<file path="src/ata_host_pkg.sv">
// Purpose: Shared constants for the native-mode host port controller.
// Assumes: 40 MHz clock; the device answers on a plain parallel port.
// Notes: Command and status registers of the controller are local choices.
package ata_host_pkg;
   // ----------------------------------------
   // Clock and timing
   // ----------------------------------------
   localparam int CLK_NS = 25;
   localparam int STROBE_NS = 250;
   localparam int STROBE_CYC = (STROBE_NS + CLK_NS - 1) / CLK_NS;
   localparam int SETUP_NS = 25;
   localparam int SETUP_CYC = (SETUP_NS + CLK_NS - 1) / CLK_NS;
   localparam int STRAP_HOLD_MS = 1;
   localparam int STRAP_HOLD_CYC = STRAP_HOLD_MS * 1000000 / CLK_NS;
   // ----------------------------------------
   // Controller registers
   // ----------------------------------------
   localparam logic [3:0] REG_CMD = 4'h0;
   localparam logic [3:0] REG_WDATA = 4'h1;
   localparam logic [3:0] REG_RDATA = 4'h2;
   localparam logic [3:0] REG_STATUS = 4'h3;
   localparam logic [3:0] REG_CONFIG = 4'h4;
   localparam logic [3:0] REG_SPEED = 4'h5;
   localparam logic [3:0] REG_IOADDR = 4'h6;
   // Command and status word fields.
   localparam int CMD_WRITE_BIT = 0;
   localparam int CMD_KIND_LSB = 1;
   localparam int CMD_REG_LSB = 4;
   localparam int CMD_BYTE_BIT = 7;
   localparam int STAT_BUSY_BIT = 0;
   localparam int STAT_MODE_BIT = 1;
   localparam int STAT_ERR_BIT = 2;
   localparam int STAT_WIDE_BIT = 3;
   // Access kinds.
   localparam logic [2:0] KIND_TASK = 3'h0;
   localparam logic [2:0] KIND_CTRL = 3'h1;
   localparam logic [2:0] KIND_DMA = 3'h2;
   localparam logic [2:0] KIND_SOCKET = 3'h3;
   // ----------------------------------------
   // Native and socket map addresses
   // ----------------------------------------
   localparam logic [2:0] ADDR_DATA = 3'h0;
   localparam logic [2:0] ADDR_ERR_FEAT = 3'h1;
   localparam logic [2:0] ADDR_ALT_STATUS = 3'h6;
   localparam logic [2:0] ADDR_DRIVE_ADDR = 3'h7;
   localparam logic [10:0] MEM_REG_LO = 11'h000;
   localparam logic [10:0] MEM_REG_HI = 11'h00f;
   localparam logic [10:0] MEM_WIN_LO = 11'h400;
   localparam logic [10:0] PRI_TASK_BASE = 11'h1f0;
   localparam logic [10:0] PRI_CTRL_BASE = 11'h3f0;
   localparam logic [10:0] SEC_TASK_BASE = 11'h170;
   localparam logic [10:0] SEC_CTRL_BASE = 11'h370;
   localparam logic [3:0] CTRL_OFFSET = 4'h6;
   localparam logic [1:0] CFG_MEMORY = 2'h0;
   localparam logic [1:0] CFG_CONTIG = 2'h1;
   localparam logic [1:0] CFG_PRIMARY = 2'h2;
   localparam logic [1:0] CFG_SECONDARY = 2'h3;
   localparam logic [3:0] PRIMARY_IRQ = 4'he;
   // ----------------------------------------
   // Speed tuple codes
   // ----------------------------------------
   localparam logic [3:0] TUPLE_FUNC_SPEC = 4'hd;
   localparam int TUPLE_NOWP_BIT = 3;
   localparam int TUPLE_EXT_BIT = 7;
   localparam logic [7:0] SPEED_250 = 8'hd9;
   localparam logic [7:0] SPEED_100 = 8'hdc;
   localparam logic [7:0] SPEED_EXT = 8'hdf;
   localparam logic [7:0] SPEED_EXT_120 = 8'h12;
   localparam logic [7:0] SPEED_EXT_80 = 8'h79;
endpackage

</file>
<file path="src/strap_sync.sv">
// Purpose: Two-stage synchroniser for one pin.
// Assumes: Input is asynchronous to clk.
// Notes: The first stage feeds only the second.
`timescale 1ns/100ps
module strap_sync
(
   input wire logic clk,
   input wire logic rst,
   input wire logic pinIn,
   output logic pinOut
);
   logic stage1;
   logic next_stage1;
   logic next_pinOut;

   always_comb
   begin
      next_stage1 = pinIn;
      next_pinOut = stage1;
   end

   always_ff @(posedge clk)
   begin
      if (rst)
      begin
         stage1 <= 1'b1;
         pinOut <= 1'b1;
      end
      else
      begin
         stage1 <= next_stage1;
         pinOut <= next_pinOut;
      end
   end
endmodule

</file>
<file path="src/speed_tuple_check.sv">
// Purpose: Decodes speed tuple bytes read from attribute memory.
// Assumes: Bytes arrive from registers on the same clock.
// Notes: Result is registered.
`timescale 1ns/100ps
module speed_tuple_check
(
   input wire logic clk,
   input wire logic rst,
   input wire logic [7:0] firstByte,
   input wire logic [7:0] extByte,
   output logic [2:0] speedCode,
   output logic tupleOk
);
   import ata_host_pkg::*;
   logic [2:0] next_speedCode;
   logic next_tupleOk;

   always_comb
   begin
      next_speedCode = 3'h0;
      next_tupleOk = (firstByte[7:4] == TUPLE_FUNC_SPEC)
         && firstByte[TUPLE_NOWP_BIT];
      if (firstByte == SPEED_250)
      begin
         next_speedCode = 3'h1;
      end
      else if (firstByte == SPEED_100)
      begin
         next_speedCode = 3'h2;
      end
      else if (firstByte == SPEED_EXT && !extByte[TUPLE_EXT_BIT])
      begin
         if (extByte == SPEED_EXT_120)
         begin
            next_speedCode = 3'h3;
         end
         else if (extByte == SPEED_EXT_80)
         begin
            next_speedCode = 3'h4;
         end
      end
      if (next_speedCode == 3'h0)
      begin
         next_tupleOk = 1'b0;
      end
   end

   always_ff @(posedge clk)
   begin
      if (rst)
      begin
         speedCode <= 3'h0;
         tupleOk <= 1'b0;
      end
      else
      begin
         speedCode <= next_speedCode;
         tupleOk <= next_tupleOk;
      end
   end
endmodule

</file>
<file path="src/ata_host_port.sv">
// Purpose: Host controller driving a flash card's native or socket port.
// Assumes: Software issues one access at a time through the command port.
// Notes: Strobe width and setup are fixed counts of the 40 MHz clock.
//
// What this block does
// - Native mode once strap held low STRAP_HOLD cycles.
// - Task file 1-7h bytes, address 0 word.
// - DMA ack moves words; control 6h/7h; invalids.
// - Byte pair on even enable: even first.
//
// Decided for this implementation: strobed register access and the register addresses.
`timescale 1ns/100ps
module ata_host_port
#(
   parameter int STRAP_HOLD = ata_host_pkg::STRAP_HOLD_CYC
)
(
   input wire logic clk,
   input wire logic rst,
   input wire logic [3:0] regAddr,
   input wire logic [15:0] regWdata,
   input wire logic regWrite,
   input wire logic regRead,
   output logic [15:0] regRdata,
   output logic nativeModeStrap_n,
   output logic taskFileSelect_n,
   output logic controlBlockSelect_n,
   output logic dmaAcknowledge_n,
   output logic ioReadStrobe_n,
   output logic ioWriteStrobe_n,
   output logic evenByteEnable_n,
   output logic oddByteEnable_n,
   output logic attrSelect_n,
   output logic [10:0] devAddr,
   output logic [15:0] dataOut,
   output logic [15:0] dataOe,
   input wire logic [15:0] dataIn,
   input wire logic widePortIndicate_n
);
   import ata_host_pkg::*;

   typedef enum {IDLE, SETUP, STROBE, HOLD} state_e;

   // ----------------------------------------
   // Address mapping
   // ----------------------------------------
   function automatic logic [10:0] mapAddr(input logic [1:0] cfg,
                                           input logic ctrl,
                                           input logic [3:0] off,
                                           input logic [10:0] base);
      logic [10:0] a;
      a = 11'h000;
      case (cfg)
         CFG_MEMORY: a = MEM_REG_LO | {7'h00, off};
         CFG_CONTIG: a = {base[10:4], off};
         CFG_PRIMARY: a = (ctrl ? PRI_CTRL_BASE : PRI_TASK_BASE)
            | {7'h00, off};
         CFG_SECONDARY: a = (ctrl ? SEC_CTRL_BASE : SEC_TASK_BASE)
            | {7'h00, off};
         default: a = 11'h000;
      endcase
      return a;
   endfunction

   logic strapSync;
   logic nativeMode;
   logic next_nativeMode;
   logic strapDrive;
   logic next_strapDrive;
   logic [1:0] cfgIndex;
   logic [1:0] next_cfgIndex;
   logic [10:0] ioBase;
   logic [10:0] next_ioBase;
   logic [15:0] wdata;
   logic [15:0] next_wdata;
   logic [15:0] rdata;
   logic [15:0] next_rdata;
   logic [15:0] speedBytes;
   logic [15:0] next_speedBytes;
   logic [7:0] cmd;
   logic [7:0] next_cmd;
   logic errFlag;
   logic next_errFlag;
   logic wideSeen;
   logic next_wideSeen;
   logic oddPhase;
   logic next_oddPhase;
   logic [31:0] strapCnt;
   logic [31:0] next_strapCnt;
   logic [15:0] regRdataNext;
   state_e state;
   state_e next_state;
   logic [7:0] cnt;
   logic [7:0] next_cnt;
   logic [2:0] speedCode;
   logic tupleOk;
   logic wideSync;

   strap_sync u_strap
   (
      .clk(clk),
      .rst(rst),
      .pinIn(nativeModeStrap_n),
      .pinOut(strapSync)
   );

   strap_sync u_wide
   (
      .clk(clk),
      .rst(rst),
      .pinIn(widePortIndicate_n),
      .pinOut(wideSync)
   );

   speed_tuple_check u_speed
   (
      .clk(clk),
      .rst(rst),
      .firstByte(speedBytes[7:0]),
      .extByte(speedBytes[15:8]),
      .speedCode(speedCode),
      .tupleOk(tupleOk)
   );

   // ----------------------------------------
   // Command decode and access sequencing
   // ----------------------------------------
   logic [2:0] kind;
   logic [2:0] regSel;
   logic isWrite;
   logic byteMode;
   logic invalidReq;

   always_comb
   begin
      kind = cmd[CMD_KIND_LSB +: 3];
      regSel = cmd[CMD_REG_LSB +: 3];
      isWrite = cmd[CMD_WRITE_BIT];
      byteMode = cmd[CMD_BYTE_BIT];
      invalidReq = (kind == KIND_SOCKET) == nativeMode
         || (kind == KIND_CTRL && regSel != ADDR_ALT_STATUS
             && regSel != ADDR_DRIVE_ADDR)
         || (kind == KIND_CTRL && regSel == ADDR_DRIVE_ADDR && isWrite)
         || (kind == KIND_DMA && !nativeMode);
   end

   always_comb
   begin
      next_state = state;
      next_cnt = cnt;
      next_cmd = cmd;
      next_wdata = wdata;
      next_rdata = rdata;
      next_errFlag = errFlag;
      next_wideSeen = wideSeen;
      next_oddPhase = oddPhase;
      next_cfgIndex = cfgIndex;
      next_ioBase = ioBase;
      next_speedBytes = speedBytes;
      if (regWrite && state == IDLE)
      begin
         case (regAddr)
            REG_CMD:
            begin
               next_cmd = regWdata[7:0];
               next_state = SETUP;
               next_cnt = 8'(SETUP_CYC);
               next_errFlag = 1'b0;
               next_oddPhase = 1'b0;
            end
            REG_WDATA: next_wdata = regWdata;
            REG_CONFIG: next_cfgIndex = regWdata[1:0];
            REG_SPEED: next_speedBytes = regWdata;
            REG_IOADDR: next_ioBase = regWdata[10:0];
            default: next_wdata = wdata;
         endcase
      end
      case (state)
         IDLE: next_cnt = (next_state == SETUP) ? 8'(SETUP_CYC) : 8'h00;
         SETUP:
         begin
            if (invalidReq)
            begin
               next_errFlag = 1'b1;
               next_state = IDLE;
            end
            else if (cnt <= 8'h01)
            begin
               next_state = STROBE;
               next_cnt = 8'(STROBE_CYC);
            end
            else
            begin
               next_cnt = cnt - 8'h01;
            end
         end
         STROBE:
         begin
            if (cnt <= 8'h01)
            begin
               next_state = HOLD;
               next_wideSeen = !wideSync;
               if (!isWrite)
               begin
                  if (byteMode && oddPhase)
                  begin
                     next_rdata[15:8] = dataIn[7:0];
                  end
                  else if (byteMode)
                  begin
                     next_rdata = {8'h00, oddByteEnable_n ? dataIn[7:0]
                        : dataIn[15:8]};
                  end
                  else
                  begin
                     next_rdata = dataIn;
                  end
               end
            end
            else
            begin
               next_cnt = cnt - 8'h01;
            end
         end
         HOLD:
         begin
            if (byteMode && regSel == ADDR_DATA && kind != KIND_CTRL
                && !oddPhase && kind != KIND_DMA)
            begin
               next_oddPhase = 1'b1;
               next_state = SETUP;
               next_cnt = 8'(SETUP_CYC);
            end
            else
            begin
               next_state = IDLE;
            end
         end
         default: next_state = IDLE;
      endcase
   end

   // ----------------------------------------
   // Pin drive
   // ----------------------------------------
   logic active;
   logic strobing;

   always_comb
   begin
      active = state != IDLE && !invalidReq;
      strobing = state == STROBE;
      taskFileSelect_n = 1'b1;
      controlBlockSelect_n = 1'b1;
      dmaAcknowledge_n = 1'b1;
      evenByteEnable_n = 1'b1;
      oddByteEnable_n = 1'b1;
      attrSelect_n = 1'b1;
      devAddr = 11'h000;
      dataOut = 16'h0000;
      dataOe = 16'h0000;
      if (active && nativeMode)
      begin
         case (kind)
            KIND_TASK:
            begin
               taskFileSelect_n = 1'b0;
               devAddr = {8'h00, regSel};
            end
            KIND_CTRL:
            begin
               controlBlockSelect_n = 1'b0;
               devAddr = {8'h00, regSel};
            end
            default: dmaAcknowledge_n = 1'b0;
         endcase
      end
      else if (active)
      begin
         attrSelect_n = cfgIndex == CFG_MEMORY;
         devAddr = mapAddr(cfgIndex, regSel == ADDR_ALT_STATUS
            && kind == KIND_CTRL, {kind == KIND_CTRL, regSel}, ioBase);
         if (!byteMode)
         begin
            evenByteEnable_n = 1'b0;
            oddByteEnable_n = 1'b0;
         end
         else if (regSel == ADDR_ERR_FEAT && !oddPhase)
         begin
            oddByteEnable_n = 1'b0;
            devAddr[2:0] = ADDR_DATA;
         end
         else
         begin
            evenByteEnable_n = 1'b0;
         end
      end
      if (active && isWrite)
      begin
         dataOe = byteMode ? 16'h00ff : 16'hffff;
         dataOut = oddPhase ? {8'h00, wdata[15:8]} : wdata;
         if (byteMode && !oddByteEnable_n)
         begin
            dataOe = 16'hff00;
            dataOut = {wdata[7:0], 8'h00};
         end
      end
   end

   assign ioReadStrobe_n = !(strobing && active && !isWrite);
   assign ioWriteStrobe_n = !(strobing && active && isWrite);
   assign nativeModeStrap_n = !strapDrive;

   // ----------------------------------------
   // Mode tracking
   // ----------------------------------------
   always_comb
   begin
      next_strapDrive = strapDrive;
      next_nativeMode = nativeMode;
      next_strapCnt = strapCnt;
      if (regWrite && regAddr == REG_CONFIG && state == IDLE)
      begin
         next_strapDrive = regWdata[8];
         next_strapCnt = 32'h0;
      end
      if (strapSync)
      begin
         next_nativeMode = 1'b0;
         next_strapCnt = 32'h0;
      end
      else if (strapCnt >= 32'(STRAP_HOLD))
      begin
         next_nativeMode = 1'b1;
      end
      else
      begin
         next_strapCnt = strapCnt + 32'h1;
      end
   end

   // ----------------------------------------
   // Register read
   // ----------------------------------------
   always_comb
   begin
      regRdataNext = 16'h0000;
      case (regAddr)
         REG_CMD: regRdataNext = {8'h00, cmd};
         REG_WDATA: regRdataNext = wdata;
         REG_RDATA: regRdataNext = rdata;
         REG_STATUS: regRdataNext = {8'h00, tupleOk, speedCode, wideSeen,
            errFlag, nativeMode, state != IDLE};
         REG_CONFIG: regRdataNext = {7'h00, strapDrive, 4'h0, PRIMARY_IRQ
            [1:0], cfgIndex};
         REG_SPEED: regRdataNext = speedBytes;
         REG_IOADDR: regRdataNext = {5'h00, ioBase};
         default: regRdataNext = 16'h0000;
      endcase
   end

   always_ff @(posedge clk)
   begin
      if (rst)
      begin
         state <= IDLE;
         cnt <= 8'h00;
         cmd <= 8'h00;
         wdata <= 16'h0000;
         rdata <= 16'h0000;
         errFlag <= 1'b0;
         wideSeen <= 1'b0;
         oddPhase <= 1'b0;
         cfgIndex <= CFG_PRIMARY;
         ioBase <= 11'h000;
         speedBytes <= 16'h0000;
         strapDrive <= 1'b0;
         nativeMode <= 1'b0;
         strapCnt <= 32'h0;
         regRdata <= 16'h0000;
      end
      else
      begin
         state <= next_state;
         cnt <= next_cnt;
         cmd <= next_cmd;
         wdata <= next_wdata;
         rdata <= next_rdata;
         errFlag <= next_errFlag;
         wideSeen <= next_wideSeen;
         oddPhase <= next_oddPhase;
         cfgIndex <= next_cfgIndex;
         ioBase <= next_ioBase;
         speedBytes <= next_speedBytes;
         strapDrive <= next_strapDrive;
         nativeMode <= next_nativeMode;
         strapCnt <= next_strapCnt;
         regRdata <= regRead ? regRdataNext : 16'h0000;
      end
   end
endmodule

</file>
<file path="config.mk">
export PLATFORM = sky130hd
export DESIGN_NAME = ata_host_port
export DESIGN_NICKNAME = d
export VERILOG_FILES = /design/src/ata_host_pkg.sv /design/src/strap_sync.sv /design/src/speed_tuple_check.sv /design/src/ata_host_port.sv
export SDC_FILE = /design/constraint.sdc
export NUM_CORES = 1
export LEC_CHECK = 0
export ABC_AREA = 1
export BUFFER_PORTS_ARGS = -buffer_cell sky130_fd_sc_hd__buf_4
export CORE_ASPECT_RATIO = 0.7
export CORE_UTILIZATION = 55
export CTS_BUF_LIST = sky130_fd_sc_hd__clkbuf_4 sky130_fd_sc_hd__clkbuf_8 sky130_fd_sc_hd__clkbuf_16
export DETAILED_ROUTE_END_ITERATION = 10
export PLACE_DENSITY = 0.79
export SYNTH_ARGS = -nofsm -noshare
export SYNTH_HDL_FRONTEND = slang
export SYNTH_SLANG_ARGS = --single-unit
</file>
<file path="constraint.sdc">
create_clock -name clk -period 5 [get_ports clk]
set_clock_uncertainty 0.1 [all_clocks]
set_input_delay 0.75 -clock clk [delete_from_list [all_inputs] [get_ports clk]]
set_output_delay 0.75 -clock clk [all_outputs]
set_load 0.03 [all_outputs]
</file>
* After elaboration in Yosys (flattened, before gate mapping)
Index checks and enable logic that the tools add are counted.
** Word-level totals
- Register bits :: 170
- Logic and storage cells :: 184
- Bits of input ports :: 41
- Output and inout port bits :: 68
** Operators by class
- $add $sub $neg :: 2
- Mux-type cells :: 64
- Order comparisons :: 2
- Reductions and logical operators :: 57
- Bitwise gates (word level) :: 5
- Eq/ne operators :: 32
** Operators by type and width (count)
- $mux W32 :: 7
- $pmux W32 S4 :: 1
- $mux W16 :: 7
- $pmux W16 S7 :: 1
- $eq A32 B2 Y1 const B :: 3
- $logic_not A32 Y1 :: 2
- $mux W8 :: 8
- $pmux W11 S4 :: 1
- $add A32 B1 Y32 const B :: 1
- $eq A32 B1 Y1 const B :: 1
- $eq A32 B3 Y1 const B :: 1
- $ge A32 B16 Y1 const B :: 1
- $pmux W8 S4 :: 1
- $reduce_bool A32 Y1 :: 1
- $mux W1 :: 26
- $eq A8 B8 Y1 const B :: 3
- $logic_and A1 B1 Y1 :: 24
- $mux W3 :: 8
- $mux W11 :: 2
- $mux W10 :: 2
- $or A10 B4 Y10 :: 2
- $eq A4 B3 Y1 const B :: 3
- $reduce_and A2 Y1 :: 6
- $logic_not A1 Y1 :: 10
- 25 further kinds :: 40

* Logic depth before layout (Yosys ltp)
- Depth after elaboration :: 14
- Gate-level depth with buffers :: 12

* Cells and area by module
A second synthesis with hierarchy kept.
** Second synthesis, totals
- Cell total of the unflattened synthesis :: 1070
- Area, all modules :: 7808.7 µm²
** Modules (own cells, without submodules)
- ata_host_port :: cells each 1011, area each 7434.6 µm², times used 1
- speed_tuple_check :: cells each 45, area each 256.5 µm², times used 1
- strap_sync :: cells each 7, area each 58.8 µm², times used 2

* Least setup slack after synthesis
No wires, ideal clock.
- Path kind :: flip-flop to output port
- From :: register nativeMode
- To :: output devAddr[0]
- Data required time :: 4.150 ns
- Slack :: 2.289 ns
- Cell stages (with the launch flop) :: 9
- Buffers on the path :: 0
- Arrival time :: 1.861 ns
- Path through :: dfxtp_1 inv_2 nand2_1 nand2_2 nor2_4 nand2_4 inv_2 o211ai_1 a21oi_1
** On the way
- Cells in the longest elaborated chain, start to end :: 8
** RTL lines
- from (decl) :: line ata_host_port.sv:66 : logic nativeMode;
- from (signal assigned) :: line ata_host_port.sv:396 : nativeMode <= next_nativeMode;
- $eq A1 B1 Y1 :: line ata_host_port.sv:140 : invalidReq = (kind == KIND_SOCKET) == nativeMode
- $logic_or A1 B1 Y1 :: line ata_host_port.sv:141 : || (kind == KIND_CTRL && regSel != ADDR_ALT_STATUS
- $logic_or A1 B1 Y1 :: line ata_host_port.sv:143 : || (kind == KIND_CTRL && regSel == ADDR_DRIVE_ADDR && isWrite)
- $logic_or A1 B1 Y1 :: line ata_host_port.sv:144 : || (kind == KIND_DMA && !nativeMode);
- $logic_not A1 Y1 :: line ata_host_port.sv:251 : active = state != IDLE && !invalidReq;
- $logic_and A1 B1 Y1 :: line ata_host_port.sv:251
- $mux W11 or $logic_and A1 B1 Y1 (tied branches) :: line ata_host_port.sv:278, ata_host_port.sv:262
- $mux W11 * :: line ata_host_port.sv:262 : if (active && nativeMode)
- to (decl) :: line ata_host_port.sv:34 : output logic [10:0] devAddr,
Mark *: on every way between the ends. The rest lies on a longest branch, timed or not.

* Worst setup path in the final report
- From :: register oddPhase
- To :: output dataOe[3]
** On the way
- Cells in the longest elaborated chain, start to end :: 10
** RTL lines
- from (decl) :: line ata_host_port.sv:86 : logic oddPhase;
- from (signal assigned) :: line ata_host_port.sv:391 : oddPhase <= next_oddPhase;
- $logic_not A1 Y1 :: line ata_host_port.sv:288 : else if (regSel == ADDR_ERR_FEAT && !oddPhase)
- $logic_and A1 B1 Y1 :: line ata_host_port.sv:288
- $mux W1 :: line ata_host_port.sv:288
- $mux W1 :: line ata_host_port.sv:283 : if (!byteMode)
- $mux W1 :: line ata_host_port.sv:278 : else if (active)
- $mux W1 :: line ata_host_port.sv:262
- $logic_not A1 Y1 :: line ata_host_port.sv:302 : if (byteMode && !oddByteEnable_n)
- $logic_and A1 B1 Y1 :: line ata_host_port.sv:302
- $mux W16 :: line ata_host_port.sv:302
- $mux W16 :: line ata_host_port.sv:298 : if (active && isWrite)
- to (decl) :: line ata_host_port.sv:36 : output logic [15:0] dataOe,
No other way between the ends.

==> results.cfg <==
[status]
status = finished clean

[routing]
vias_per_cell = 5.49
dr.pass1.iters = 5
ant_nets = 0
postRouteWirelength_mm = 21.3
drtIter0Drc = 718
via_count = 7380
post_drt_wl_per_cell_microns = 15.8
drc = 0

[floorplanning]
die_w_microns = 144
die_y_microns = 101
dieArea_sq_um = 14500
core_sq_um = 13400
start_util_pct = 57.5
ios = 109
fp-row-count = 35

[clock_network]
cts_hold_buf = 0
clockBufferDepth = 2
clock_latency_ns = 0.44
clock-sinks = 170
cts_tree = built
cts_resized = 0
cts-root-buf = clkbuf_16
postCtsSetupRepairBufs = 0
clkTransAtPathRegs_ns = 0.07
htree_levels = 4
cts_buffers = 17

[sta]
hold_viol = 0
tns_ns = 0
relSlewSlack_pct = 27.5
rsz0062_at_grt = no
slew_violations = 0
min_period_over_period_pct = 72.8
fmax_ghz = 0.275
worst_pin_slew_ns = 1.08
period_minus_slack_ns = 3.64
timing.hold.ws_ns = 0.321
finalSetupViolCount = 0

[power]
p_leak_nw = 3.63
p_int_w = 0.00207
sw_frac_of_total_pct = 24.9
p_comb_share_pct = 3.4
p_per_area_nw_per_um2 = 301
power.switching_w = 0.000684
clockPowerShare_pct = 46.8
p_seq_share_pct = 49.8
vdd_drop_max_mv = 0.228

[finish]
drive_above_1_share_pct = 18.0
syn_to_final_growth_pct = 18.3
fill_cells = 1161
nNetsFinal = 1192
diodes = 0
post-route-cell-area_sq_um = 9150

[yosys]
synth_top_family_by_area = simple AND/OR/NAND/NOR gates
synth-adder-area-share_pct = 0.647
netlist_instances = 1046
yosysMostFrequentCell = dfxtp_1
yosys.area.top_type = dfxtp_1
synthMuxAreaShare_pct = 0
ys_warn_count = 0
ys_seq_elements = 170
synth.distinct_cells = 48
synth_edf_count = 0
yosysSeqAreaShare_pct = 44.0
synth_top_area_share_pct = 44.0
synthTopCellsByCount = dfxtp_1 (170), nand2_1 (153), inv_1 (131), a21oi_1 (95), nor2_1 (90)
async_flop_share_pct = 0
synth-main-ff-cell = dfxtp_1
synth_simple_gate_area_share_pct = 25.3
synth_compound_area_share_pct = 17.4
synthTopCellsByArea = dfxtp_1 (44%), nand2_1 (7.4%), inv_1 (6.4%)
syn_area_per_cell_sq_um = 7.39
synth.cell_area_sq_um = 7730
synth_xor_area_share_pct = 1.25

[worst_setup_path]
r2r_start = state[26]
worstSetupEndpointType = output pin
worst-path-max-fanout = 20
arrival_ns = 2.79
startpoint_type = register
crit_required_ns = 4.15
startpoint = oddPhase
critPathKind = reg2out

[grt]
grtUsageTotal_pct = 30.3
grt_remaining_overflow = 0
antenna_found_initial = 0
grt_pass1_wl_mm = 33.7
grt_pass1_vias = 6535
grt_max_degree = 74

[min_path]
hp-class = reg2reg
worstHoldStart = u_strap.next_pinOut

[placed_design]
dp_hpwl_mm = 15.1
place_area_sq_um = 8570
port_buffers = 107
place_congestion = 0.973

[flow_run]
cap_violations = 0
[flip-flops by register name, summed over array words and instances (netlist names), 2 cells and up]
signal,count
state,32
strapCnt,32
rdata,16
regRdata,16
speedBytes,16
wdata,16
ioBase,11
cmd,8
cnt,8
u_speed.speedCode,3
cfgIndex,2
[worst paths after layout]
check,to,slack (ns),depth (start not counted)
min,u_strap.pinOut,0.32,1
min reg2reg,u_strap.pinOut,0.32,1
max reg2reg,ioBase[0],2.42,8
max,dataOe[3],1.36,7
[layout make-up]
class                      count  area (sq um)  area share, %
multi-input combinational    702          3560           39.0
inverter                     147           552           6.03
timing repair buffer         109           818           8.95
sequential                   170          3400           37.2
tap                          185           231           2.53
clock buffer                  17           425           4.65
clock inverter                15           151           1.66
[cells in the final DEF, fill, tap and decap left out, types with 2 or more instances in the layout]
cell	instances
a21oi_1	95
o221ai_1	5
nor2_2	17
clkbuf_16	17
inv_2	13
nor4_1	4
nand3_1	73
inv_1	130
a31oi_1	8
a221oi_1	3
o21ai_1	72
buf_4	109
conb_1	31
ha_1	4
nand4_1	14
or2_2	7
nand3_2	3
clkinv_1	4
nand3b_1	2
clkinv_8	2
nor2_1	90
xor2_1	10
nor3b_1	2
inv_8	4
nand2_4	2
nor2_4	7
nand2_1	153
a211oi_2	8
o22ai_1	18
nor3_1	31
dfxtp_1	170
clkinv_4	2
nand2_2	6
o21ai_0	23
inv_6	5
[stage by stage]
| step | power (W) | setup WS, ns | utilization, % | std cells |
|---|---|---|---|---|
| after floorplan | 0.00145 | 2.29 | - | 1076 |
| after global placement | 0.00149 | 1.97 | 63.7 | 1313 |
| after detailed placement | 0.00149 | 1.82 | 63.7 | 1313 |
| after CTS | 0.00275 | 1.39 | 68.0 | 1345 |
| after global routing | 0.00283 | 1.16 | 68.0 | 1345 |
| final | 0.00275 | 1.36 | 68.0 | 1345 |
[metal layers]
| layer | up-vias | global-route usage, % | wire, microns |
|---|---|---|---|
| li1 | 3601 | - | - |
| met3 | 51 | 6.76 | 1950 |
| met2 | 345 | 45.6 | 9080 |
| met1 | 3383 | 42.7 | 9630 |
| met5 | - | 0 | 0 |
| met4 | 0 | 10.8 | 590 |
[cells by family after synthesis]
logic type | count (synthesis)
and+or+nand+nor | 417
AOI/OAI and AO/OA | 239
buffers and inverters | 204
DFF | 170
xor gates and xnor gates | 11
adders and majority gates | 4
other | 1
[power groups by stage]
stage	combinational, W	sequential [W]	clock (W)
after global placement	0.0000883	0.00140	0
final	0.0000929	0.00137	0.00129
after floorplan	0.0000434	0.00140	0
after CTS	0.0000897	0.00137	0.00129
after detailed placement	0.0000890	0.00140	0
after global routing	0.000101	0.00137	0.00136
[critical path, cell delays in order (launching register included)]
cell	delay (ns)
dfxtp_1	0.59
nor2_2	0.22
nand3_1	0.12
a21oi_1	0.34
nand4_4	0.40
nand2_4	0.36
inv_2	0.12
buf_4	0.19
No activity file was read; power rests on OpenSTA's default activity.
